### src/rtl/cell_cfg_pkg.sv
/*
  shared constants, the mode enumeration and the state carrier of the
  configurable logic cell configuration block.
  assumes a 32-bit apb slave; register byte address is four times its index.
*/
package cell_cfg_pkg;

  // register indices; the byte address is four times the index
  localparam logic [15:0] IDX_CONTROL = 16'h1e10;
  localparam logic [15:0] IDX_INVERT = 16'h1e11;
  localparam logic [15:0] IDX_SEL1 = 16'h1e12;
  localparam logic [15:0] IDX_SEL2 = 16'h1e13;
  localparam logic [15:0] IDX_STATUS = 16'h1e40;
  localparam logic [15:0] IDX_MASK = 16'h1e41;

  // control register fields
  localparam int CTRL_ENABLE_BIT = 7;
  localparam int CTRL_OUT_BIT = 5;
  localparam int CTRL_RISE_BIT = 4;
  localparam int CTRL_FALL_BIT = 3;
  localparam int MODE_W = 3;
  // inversion register fields
  localparam int OUT_INVERT_BIT = 7;
  localparam int GATE_W = 4;
  // source select field and status field
  localparam int SEL_W = 6;
  localparam int FLAG_BIT = 0;
  localparam int DATA_W = 32;

  // source map
  localparam int NUM_SRC = 64;
  localparam int NUM_PINS = 4;
  localparam int NUM_CLKS = 7;
  localparam int NUM_PERIPH_LO = 21;
  localparam int NUM_CELLS = 4;
  localparam int NUM_PERIPH_HI = 4;
  localparam int NUM_WAVE = 4;
  localparam logic [5:0] SRC_PIN0 = 6'h00;
  localparam logic [5:0] SRC_CLK0 = 6'h04;
  localparam logic [5:0] SRC_PERIPH_LO0 = 6'h0b;
  localparam logic [5:0] SRC_CELL0 = 6'h20;
  localparam logic [5:0] SRC_PERIPH_HI0 = 6'h24;
  localparam logic [5:0] SRC_RES_A0 = 6'h28;
  localparam logic [5:0] SRC_RES_A1 = 6'h29;
  localparam logic [5:0] SRC_WAVE0 = 6'h2a;
  localparam logic [5:0] SRC_RES_B0 = 6'h2e;

  // reset values
  localparam logic [5:0] SEL_RESET = 6'h00;
  localparam logic [3:0] GATE_INV_RESET = 4'h0;

  typedef enum logic [MODE_W-1:0] {
    MODE_AND_OR,
    MODE_OR_XOR,
    MODE_AND4,
    MODE_SR_LATCH,
    MODE_D_SET_RESET,
    MODE_D2_RESET,
    MODE_JK_RESET,
    MODE_LATCH_SET_RESET
  } mode_e;

  typedef struct packed {
    logic enable;
    logic rise_en;
    logic fall_en;
    mode_e mode;
    logic out_inv;
    logic [GATE_W-1:0] gate_inv;
    logic [SEL_W-1:0] sel1;
    logic [SEL_W-1:0] sel2;
    logic cell_q;
    logic g1_prev;
    logic out;
    logic flag;
    logic mask;
    logic irq;
    logic pready;
    logic pslverr;
    logic [DATA_W-1:0] prdata;
  } cell_state_s;

  function automatic logic [15:0] byte_addr(input logic [15:0] idx);
    return {idx[13:0], 2'b00};
  endfunction : byte_addr

endpackage : cell_cfg_pkg

### src/rtl/sync2.sv
/*
  two flip-flop synchroniser for a vector of independent levels.
  assumes each bit is a slow level; multi-bit coherence is not kept.
*/
`timescale 1ns/1ns
`default_nettype none
module sync2 #(
  parameter int WIDTH = 1
) (
  // clock and reset
  input wire logic i_clk,
  input wire logic i_reset,
  // levels
  input wire logic [WIDTH-1:0] i_async,
  output logic [WIDTH-1:0] o_sync
);
  typedef struct packed {
    logic [WIDTH-1:0] meta;
    logic [WIDTH-1:0] stable;
  } sync_s;

  sync_s st;
  sync_s next_st;

  always_comb begin
    next_st.meta = i_async;
    next_st.stable = st.meta;
  end

  always_ff @(posedge i_clk or posedge i_reset) begin
    if (i_reset) begin
      st <= '0;
    end else begin
      st <= next_st;
    end
  end

  assign o_sync = st.stable;
endmodule : sync2
`default_nettype wire

### src/rtl/source_mux.sv
/*
  selects one of the 64 cell data sources by a 6-bit code.
  assumes the source vector is already in the i_clk domain.
*/
`timescale 1ns/1ns
`default_nettype none
module source_mux (
  // selection
  input wire logic [cell_cfg_pkg::SEL_W-1:0] i_sel,
  input wire logic [cell_cfg_pkg::NUM_SRC-1:0] i_sources,
  // selected level
  output logic o_data
);
  function automatic logic is_reserved(input logic [5:0] code);
    return (code == cell_cfg_pkg::SRC_RES_A0) ||
           (code == cell_cfg_pkg::SRC_RES_A1) ||
           (code >= cell_cfg_pkg::SRC_RES_B0);
  endfunction : is_reserved

  always_comb begin
    if (is_reserved(i_sel)) begin
      o_data = 1'b0;
    end else begin
      o_data = i_sources[i_sel];
    end
  end
endmodule : source_mux
`default_nettype wire

### src/rtl/logic_cell_cfg.sv
/*
  one configurable logic cell: apb register file, two data source
  selectors, gate inversion, eight cell functions, output inversion,
  edge interrupt with sticky status and mask.
  assumes gates 3 and 4 come from gate steering logic on i_clk, other
  on-chip sources are on i_clk, pins and clock sources are asynchronous.
*/
// How it works
// - mode codes 000 to 011: and-or, or-xor, four-input and, set-reset latch.
// - mode 111: one-input transparent latch with set and reset.
// - mode 110: j-k flip-flop with reset.
// - mode 101: d flip-flop on a two-input data function, with reset.
// - mode 100: one-input d flip-flop with set and reset.
// - output invert bit 7 flips the cell output, clear passes it.
// - gate invert bits 0 to 3 flip each gate before the function.
// - a 6-bit field in bits 5:0 picks the source of data input 1.
// - a second 6-bit field picks data input 2, same encoding.
// - codes: 0-3 pins, 4-10 clocks, 32-35 cells, 42-45 waveforms.
// - select fields reset to code 0 on i_reset, kept across other resets.
// - cell disabled holds the output at zero; enabled runs the function.
// - interrupt flag sets on rising or falling output edge as enabled.
// - a read-only bit shows the cell output after inversion.
`timescale 1ns/1ns
`default_nettype none
module logic_cell_cfg #(
  parameter int CELL_INDEX = 0
) (
  // clock and reset
  input wire logic i_clk,
  input wire logic i_reset,
  // apb slave
  input wire logic i_psel,
  input wire logic i_penable,
  input wire logic i_pwrite,
  input wire logic [15:0] i_paddr,
  input wire logic [31:0] i_pwdata,
  output logic o_pready,
  output logic [31:0] o_prdata,
  output logic o_pslverr,
  // asynchronous sources
  input wire logic [cell_cfg_pkg::NUM_PINS-1:0] i_pin_in,
  input wire logic [cell_cfg_pkg::NUM_CLKS-1:0] i_clk_src,
  // on-chip sources in the i_clk domain
  input wire logic [cell_cfg_pkg::NUM_PERIPH_LO-1:0] i_periph_lo,
  input wire logic [cell_cfg_pkg::NUM_CELLS-1:0] i_peer_cells,
  input wire logic [cell_cfg_pkg::NUM_PERIPH_HI-1:0] i_periph_hi,
  input wire logic [cell_cfg_pkg::NUM_WAVE-1:0] i_waveform,
  // gates 3 and 4 from the gate steering logic
  input wire logic i_gate3,
  input wire logic i_gate4,
  // cell results
  output logic o_cell_output,
  output logic o_irq,
  // selected data inputs, for the gate steering logic
  output logic o_data1,
  output logic o_data2
);
  localparam int ASYNC_W = cell_cfg_pkg::NUM_PINS + cell_cfg_pkg::NUM_CLKS;

  cell_cfg_pkg::cell_state_s st;
  cell_cfg_pkg::cell_state_s next_st;

  logic [ASYNC_W-1:0] async_sync;
  logic [cell_cfg_pkg::NUM_SRC-1:0] sources;
  logic [cell_cfg_pkg::NUM_CELLS-1:0] cells;
  logic data1;
  logic data2;
  logic [cell_cfg_pkg::GATE_W-1:0] gates;
  logic [cell_cfg_pkg::GATE_W-1:0] gates_raw;
  logic hit_control;
  logic hit_invert;
  logic hit_sel1;
  logic hit_sel2;
  logic hit_status;
  logic hit_mask;
  logic hit_any;
  logic setup;
  logic wr;
  logic [31:0] rdata;
  logic g1_rise;
  logic q_next;
  logic edge_event;
  logic out_next;

  // pins and clock sources cross into i_clk before any decode
  sync2 #(
    .WIDTH(ASYNC_W)
  ) u_sync (
    .i_clk(i_clk),
    .i_reset(i_reset),
    .i_async({i_clk_src, i_pin_in}),
    .o_sync(async_sync)
  );

  // the own slot carries this cell's output, peers supply the rest
  always_comb begin
    cells = i_peer_cells;
    cells[CELL_INDEX] = st.out;
  end

  always_comb begin
    sources = '0;
    sources[cell_cfg_pkg::SRC_PIN0 +: ASYNC_W] = async_sync;
    sources[cell_cfg_pkg::SRC_PERIPH_LO0 +: cell_cfg_pkg::NUM_PERIPH_LO] =
      i_periph_lo;
    sources[cell_cfg_pkg::SRC_CELL0 +: cell_cfg_pkg::NUM_CELLS] = cells;
    sources[cell_cfg_pkg::SRC_PERIPH_HI0 +: cell_cfg_pkg::NUM_PERIPH_HI] =
      i_periph_hi;
    sources[cell_cfg_pkg::SRC_WAVE0 +: cell_cfg_pkg::NUM_WAVE] = i_waveform;
  end

  source_mux u_mux1 (
    .i_sel(st.sel1),
    .i_sources(sources),
    .o_data(data1)
  );

  source_mux u_mux2 (
    .i_sel(st.sel2),
    .i_sources(sources),
    .o_data(data2)
  );

  assign gates_raw = {i_gate4, i_gate3, data2, data1};
  assign gates = gates_raw ^ st.gate_inv;

  // address decode; the address is held through setup and access
  always_comb begin
    hit_control =
      i_paddr == cell_cfg_pkg::byte_addr(cell_cfg_pkg::IDX_CONTROL);
    hit_invert = i_paddr == cell_cfg_pkg::byte_addr(cell_cfg_pkg::IDX_INVERT);
    hit_sel1 = i_paddr == cell_cfg_pkg::byte_addr(cell_cfg_pkg::IDX_SEL1);
    hit_sel2 = i_paddr == cell_cfg_pkg::byte_addr(cell_cfg_pkg::IDX_SEL2);
    hit_status = i_paddr == cell_cfg_pkg::byte_addr(cell_cfg_pkg::IDX_STATUS);
    hit_mask = i_paddr == cell_cfg_pkg::byte_addr(cell_cfg_pkg::IDX_MASK);
    hit_any = hit_control | hit_invert | hit_sel1 | hit_sel2 | hit_status |
              hit_mask;
  end

  assign setup = i_psel & ~i_penable;
  assign wr = i_psel & i_penable & st.pready & i_pwrite & ~st.pslverr;

  always_comb begin
    rdata = '0;
    if (hit_control) begin
      rdata[cell_cfg_pkg::CTRL_ENABLE_BIT] = st.enable;
      rdata[cell_cfg_pkg::CTRL_OUT_BIT] = st.out;
      rdata[cell_cfg_pkg::CTRL_RISE_BIT] = st.rise_en;
      rdata[cell_cfg_pkg::CTRL_FALL_BIT] = st.fall_en;
      rdata[cell_cfg_pkg::MODE_W-1:0] = st.mode;
    end
    if (hit_invert) begin
      rdata[cell_cfg_pkg::OUT_INVERT_BIT] = st.out_inv;
      rdata[cell_cfg_pkg::GATE_W-1:0] = st.gate_inv;
    end
    if (hit_sel1) begin
      rdata[cell_cfg_pkg::SEL_W-1:0] = st.sel1;
    end
    if (hit_sel2) begin
      rdata[cell_cfg_pkg::SEL_W-1:0] = st.sel2;
    end
    if (hit_status) begin
      rdata[cell_cfg_pkg::FLAG_BIT] = st.flag;
    end
    if (hit_mask) begin
      rdata[cell_cfg_pkg::FLAG_BIT] = st.mask;
    end
  end

  assign g1_rise = gates[0] & ~st.g1_prev;

  // cell function; sequential modes act on i_clk, so a gate clock is
  // seen one cycle late and must be slower than half of i_clk
  always_comb begin
    q_next = st.cell_q;
    case (st.mode)
      cell_cfg_pkg::MODE_AND_OR: begin
        q_next = (gates[0] & gates[1]) | (gates[2] & gates[3]);
      end
      cell_cfg_pkg::MODE_OR_XOR: begin
        q_next = (gates[0] | gates[1]) ^ (gates[2] | gates[3]);
      end
      cell_cfg_pkg::MODE_AND4: begin
        q_next = &gates;
      end
      cell_cfg_pkg::MODE_SR_LATCH: begin
        if (gates[0] | gates[1]) begin
          q_next = 1'b1;
        end else if (gates[2] | gates[3]) begin
          q_next = 1'b0;
        end
      end
      cell_cfg_pkg::MODE_D_SET_RESET: begin
        if (gates[2]) begin
          q_next = 1'b0;
        end else if (gates[3]) begin
          q_next = 1'b1;
        end else if (g1_rise) begin
          q_next = gates[1];
        end
      end
      cell_cfg_pkg::MODE_D2_RESET: begin
        if (gates[2]) begin
          q_next = 1'b0;
        end else if (g1_rise) begin
          q_next = gates[1] ^ gates[3];
        end
      end
      cell_cfg_pkg::MODE_JK_RESET: begin
        if (gates[2]) begin
          q_next = 1'b0;
        end else if (g1_rise) begin
          case ({gates[1], gates[3]})
            2'b11: q_next = ~st.cell_q;
            2'b10: q_next = 1'b1;
            2'b01: q_next = 1'b0;
            default: q_next = st.cell_q;
          endcase
        end
      end
      cell_cfg_pkg::MODE_LATCH_SET_RESET: begin
        if (gates[2]) begin
          q_next = 1'b0;
        end else if (gates[3]) begin
          q_next = 1'b1;
        end else if (gates[0]) begin
          q_next = gates[1];
        end
      end
      default: begin
        q_next = 1'b0;
      end
    endcase
  end

  always_comb begin
    next_st = st;
    next_st.g1_prev = gates[0];
    next_st.cell_q = st.enable ? q_next : 1'b0;
    next_st.out = out_next;
    // apb: data is latched in setup, so pready comes from a flop
    next_st.pready = setup;
    if (setup) begin
      next_st.prdata = rdata;
      next_st.pslverr = ~hit_any;
    end
    if (wr && hit_control) begin
      next_st.enable = i_pwdata[cell_cfg_pkg::CTRL_ENABLE_BIT];
      next_st.rise_en = i_pwdata[cell_cfg_pkg::CTRL_RISE_BIT];
      next_st.fall_en = i_pwdata[cell_cfg_pkg::CTRL_FALL_BIT];
      next_st.mode = cell_cfg_pkg::mode_e'(i_pwdata[cell_cfg_pkg::MODE_W-1:0]);
    end
    if (wr && hit_invert) begin
      next_st.out_inv = i_pwdata[cell_cfg_pkg::OUT_INVERT_BIT];
      next_st.gate_inv = i_pwdata[cell_cfg_pkg::GATE_W-1:0];
    end
    if (wr && hit_sel1) begin
      next_st.sel1 = i_pwdata[cell_cfg_pkg::SEL_W-1:0];
    end
    if (wr && hit_sel2) begin
      next_st.sel2 = i_pwdata[cell_cfg_pkg::SEL_W-1:0];
    end
    if (wr && hit_mask) begin
      next_st.mask = i_pwdata[cell_cfg_pkg::FLAG_BIT];
    end
    // write one to clear; an edge in the same cycle wins
    if (wr && hit_status && i_pwdata[cell_cfg_pkg::FLAG_BIT]) begin
      next_st.flag = 1'b0;
    end
    if (edge_event) begin
      next_st.flag = 1'b1;
    end
    next_st.irq = next_st.flag & next_st.mask;
  end

  // taken from q_next, not next_st, so no path loops through the state
  assign out_next = st.enable ? (q_next ^ st.out_inv) : 1'b0;
  assign edge_event = (st.rise_en & out_next & ~st.out) |
                      (st.fall_en & ~out_next & st.out);

  // select fields take a fixed value here; only a power-on or
  // brown-out reset may drive i_reset, other resets leave them alone
  always_ff @(posedge i_clk or posedge i_reset) begin
    if (i_reset) begin
      st <= '0;
      st.sel1 <= cell_cfg_pkg::SEL_RESET;
      st.sel2 <= cell_cfg_pkg::SEL_RESET;
      st.gate_inv <= cell_cfg_pkg::GATE_INV_RESET;
    end else begin
      st <= next_st;
    end
  end

  assign o_pready = st.pready;
  assign o_prdata = st.prdata;
  assign o_pslverr = st.pslverr;
  assign o_cell_output = st.out;
  assign o_irq = st.irq;
  assign o_data1 = data1;
  assign o_data2 = data2;
endmodule : logic_cell_cfg
`default_nettype wire

### config.mk
export PLATFORM = sky130hd
export DESIGN_NAME = logic_cell_cfg
export DESIGN_NICKNAME = d
export VERILOG_FILES = /design/src/rtl/cell_cfg_pkg.sv /design/src/rtl/sync2.sv /design/src/rtl/source_mux.sv /design/src/rtl/logic_cell_cfg.sv
export SDC_FILE = /design/constraint.sdc
export NUM_CORES = 1
export LEC_CHECK = 0
export CAP_MARGIN = 20
export CORE_UTILIZATION = 55
export DETAILED_ROUTE_END_ITERATION = 7
export DONT_BUFFER_PORTS = 1
export HOLD_SLACK_MARGIN = 0.12
export PLACE_DENSITY = 0.73
export REMOVE_ABC_BUFFERS = 1
export SETUP_SLACK_MARGIN = 0.1
export SKIP_LAST_GASP = 1
export SLEW_MARGIN = 5
export SYNTH_ARGS = -nofsm -noshare
export SYNTH_HDL_FRONTEND = slang
export SYNTH_SLANG_ARGS = --single-unit
export TNS_END_PERCENT = 5
### constraint.sdc
create_clock -name i_clk -period 3.2 [get_ports i_clk]
set_input_delay 0.32 -clock i_clk [delete_from_list [all_inputs] [get_ports i_clk]]
set_output_delay 0.32 -clock i_clk [all_outputs]
set_load 0.02 [all_outputs]
# == Word level (Yosys, flattened, before mapping) ==
# Cells that the tools add are included.
# classes
magnitude_cmp,4
eq_ne,20
mux,33
bitwise_logic,33
reduce_logical,13
# ops
op,n
16-bit by 15-bit == test with 1-bit output (second input constant),6
1-bit 2-to-1 mux,25
6-bit == test (second input constant),4
6-bit 2-to-1 mux,3
6-bit by 7-bit less-than comparator with 1-bit output (second input constant),2
1-bit bitwise AND,13
1-bit binary-select mux with 6-bit select,2
3-bit == test (second input constant),4
6-bit >= comparator (second input constant),2
1-bit OR,9
1-bit one-hot mux with 8 select lines,1
1-bit logical AND,7
1-bit NOT,7
3-bit by 2-bit == test with 1-bit output (second input constant),2
2-bit == test (second input constant),2
1-bit logical OR,4
4-bit 2-to-1 mux,1
4-bit AND reduction,1
4-bit bitwise XOR,1
3-bit by 1-bit == test with 1-bit output (second input constant),1
3-bit zero test,1
1-bit one-hot mux with 3 select lines,1
1-bit bitwise XOR,3
2-bit by 1-bit == test with 1-bit output (second input constant),1
# word_totals
ff_bits,60
input_bits,99
output_inout_bits,38
word_cells,122

# == Longest topological paths before layout ==
# depth
depth_word,18
ltp_mapped,14
depth_no_buf,12

# == Modules after synthesis ==
# A second synthesis with hierarchy kept.
# hier_totals
hier_cells,340
area_unflattened_um2,3792.4
# by_module_without_submodules
mod,instances,cells_per_inst,area_each_um2,seq_area_each_um2
logic_cell_cfg,1,213,2252.2,950.9
source_mux,2,52,493.0,0.0
sync2,1,23,554.3,550.5

# == Worst setup path before layout ==
# Ideal clock, no wire load.
# synth_timing
path_type,reg2reg
from,reg st[41] (netlist bit)
to,"reg st, in the netlist o_irq"
setup_ns,0.119
t_arrival_ns,3.310
required_time_ns,3.081
setup_slack_ns,-0.229
stages_incl_launch_ff,13
path_buffers,1
period_less_slack_ns,3.429
cell_sequence,dfrtp_1 > buf_1 > mux4_2 > o311ai_0 > a31oi_1 > a31oi_2 > xnor2_2 > mux2_4 > o32a_1 > a41oi_2 > mux2_4 > mux2_4 > and2_1
# synth_rtl
item,line,rtl
start: declaration,logic_cell_cfg.sv:60,cell_cfg_pkg::cell_state_s st;
start signal: assignment,logic_cell_cfg.sv:290,st <= next_st;

==> results.py <==
metrics = {
    "status": {
        "outcome": "complete, but fails checks",
        "failed_checks": "design-rule violations, negative setup slack",
    },
    "synth": {
        "synth_top_area_cell": "dfrtp_1",
        "yosysSeqAreaShare": 0.402,
        "ys.warnings.count": 0,
        "postSynthAreaPerCell_um2": 10.9,
        "yosysMostFrequentCell": "dfrtp_1",
        "synthTopCellsByCount": "dfrtp_1, buf_4, mux2_2",
        "synth-main-ff-cell": "dfrtp_1",
        "synthTopCellsByArea": "dfrtp_1, mux2_2, buf_4, mux4_2, mux2i_1",
        "synthesis.area_um2": 3730,
        "synth.top_cell.area_share": 0.402,
        "synth_cells": 342,
        "synth.distinct_cells": 57,
        "synth_edf_count": 0,
        "async_flop_share": 1.00,
        "synth_seq_cells": 60,
    },
    "sta": {
        "rsz0062_at_grt": "yes",
        "worst_pin_slew_ns": 0.863,
        "whs_ns": 0.131,
        "finalHoldViolCount": 0,
        "setup_violations": 2,
        "relSlewSlack": 0.417,
        "finalSetupTns_ns": -0.344,
        "fmaxAchievable_mhz": 291,
        "finalWorstSetupSlack_ns": -0.235,
        "fin_crit_sh": 1.07,
        "fin_crit_ns": 3.44,
        "skew_ns": 0.00818,
        "drv_slew": 0,
    },
    "floorplanning": {
        "die_x_um": 84.4,
        "die_y_um": 84.4,
        "start_util": 0.578,
        "io-pin-count": 137,
        "core_um2": 6460,
        "die-area_um2": 7120,
        "rows": 29,
    },
    "setup_path": {
        "worstPathArrival_ns": 3.66,
        "critPathMaxFanout": 7,
        "worstRegToRegCells": 12,
        "cp.required_ns": 3.43,
        "critical_path_class": "flip-flop to flip-flop",
        "cp-end-kind": "flip-flop",
        "worstSetupStartpointType": "flip-flop",
    },
    "layout": {
        "fillCellCount": 509,
        "diodes": 0,
        "regArea_um2": 1500,
        "layout-drive-gt1-share": 0.262,
        "nets": 472,
        "multi_input_area_um2": 1960,
        "design_area_um2": 4250,
        "area_delta_synth_final_pct": 13.7,
    },
    "global_routing": {
        "grt_use_total": 0.247,
        "grt_pass1_wl_um": 13400,
        "overflow": 0,
        "grt_max_degree": 38,
        "antenna_found_initial": 0,
        "grt_pass1_vias": 2721,
    },
    "place": {
        "dp.final_hpwl_um": 6280,
        "placed_cell_area_um2": 3780,
        "place.gp.congestion": 0.868,
        "dp_slack_ns": -0.490,
        "numPortBuffers": 0,
    },
    "clocking": {
        "cts.root.buffer_cell": "clkbuf_8",
        "clk_pin_slew_worst_paths_ns": 0.07,
        "clk_path_buf_depth": 2,
        "htree_levels": 3,
        "clock-sinks": 60,
        "numCtsBuffers": 9,
        "tritoncts": "built",
        "clk_latency_ns": 0.34,
    },
    "detailed_routing": {
        "ant_nets": 0,
        "finalWirelength_um": 8470,
        "routedWlPerCell_um": 18.6,
        "route.detailed.drc": 10,
        "drt_iter0_drc": 245,
        "vias_per_cell": 6.20,
        "routed-via-count": 2822,
        "dr.pass1.iters": 8,
    },
    "pwr": {
        "power_mw": 1.70,
        "ir_drop_uv": 454,
        "leakage_nw": 1.82,
        "powerDensity_nw_per_um2": 400,
    },
    "job": {
        "drv_cap": 0,
    },
    "worst_hold_path": {
        "min_path_type": "input pin to flip-flop",
        "min_path_cells": 1,
    },
}
==> logic make-up after synthesis <==
group,after synthesis,share of synthesized area
other,1,0.00100
AND/OR/NAND/NOR,88,0.117
XOR/XNOR,5,0.0137
buffers and inverters,64,0.107
flip-flops,60,0.402
AO/OA/AOI/OAI,60,0.118
multiplexers,64,0.241
==> placed cells by master (no fill, tap or decap), drive strengths merged, types with 11 or more instances in the layout <==
cell and n:
dlygate4sd3 17, conb 25, nand3 11, o21ai 15
mux2i 19, nor2 18, mux2 30, inv 13
clkbuf 13, mux4 15, buf 30, dfrtp 60
nand2 24
==> per-layer routing <==
layer,global-route usage,up-vias,share of wire
met5,0,-,0
li1,-,1262,-
met1,0.307,1406,0.41
met2,0.417,140,0.51
met4,0.0924,0,0.016
met3,0.0649,14,0.064
==> final cells by class <==
cell class,instances,share of cell area
clock buffers,13,0.0398
inverters,13,0.0115
multi-input cells,242,0.461
clock inverters,3,0.0159
repair buffers,47,0.0949
flip-flops and latches,60,0.354
well taps,77,0.0227
==> flip-flops by register name (all words and copies together), names as in the netlist <==
name	flops
st	27
o_irq	1
o_cell_output	1
o_pslverr	1
u_sync.next_st	11
u_sync.o_sync	11
o_pready	1
o_prdata	7
==> what timing repair did <==
item,CTS,global route
pin swaps,5,2
hold buffers,13,4
setup buffers,2,0
gates resized for setup,9,3
endpoints found under the setup margin,3,3
hold endpoints to repair,48,5
==> worst paths after layout <==
| check | slack (ns) | to | from |
|---|---|---|---|
| worst max-delay path | -0.24 | o_irq | st[40] |
| worst min-delay path | 0.13 | st[48] | i_pwdata[2] |
| worst max register to register | -0.24 | o_irq | st[40] |
| worst min register to register | 0.34 | u_sync.o_sync[8] | u_sync.next_st[8] |
| max in group asynchronous | 1.81 | st[40] | i_reset |
| min in group asynchronous | 0.57 | u_sync.next_st[2] | i_reset |
==> per-stage QoR <==
stage | instances | utilization
2_1_floorplan | 315 | -
3_3_place_gp | 420 | 0.585
3_5_place_dp | 420 | 0.585
4_1_cts | 451 | 0.649
5_1_grt | 455 | 0.657
6_report | 455 | 0.657
==> where the power goes <==
group          total [mW]  switching (mW)  internal [mW]
combinational       0.121          0.0722         0.0487
clock               0.792           0.289          0.503
sequential          0.787          0.0113          0.775
total                1.70           0.373           1.33
==> critical path, cell delays in order, from the launching register on <==
cell and delay [ns]:
dfrtp_2 0.47, buf_4 0.16, mux4_2 0.32, mux2i_1 0.08, a221oi_2 0.35, a31oi_4 0.16, xnor2_2 0.20, mux2_4 0.32
o32a_1 0.30, a41oi_2 0.18, mux2_4 0.34, mux2_4 0.30, and2_1 0.13
No activity file was read; power rests on OpenSTA's default activity.
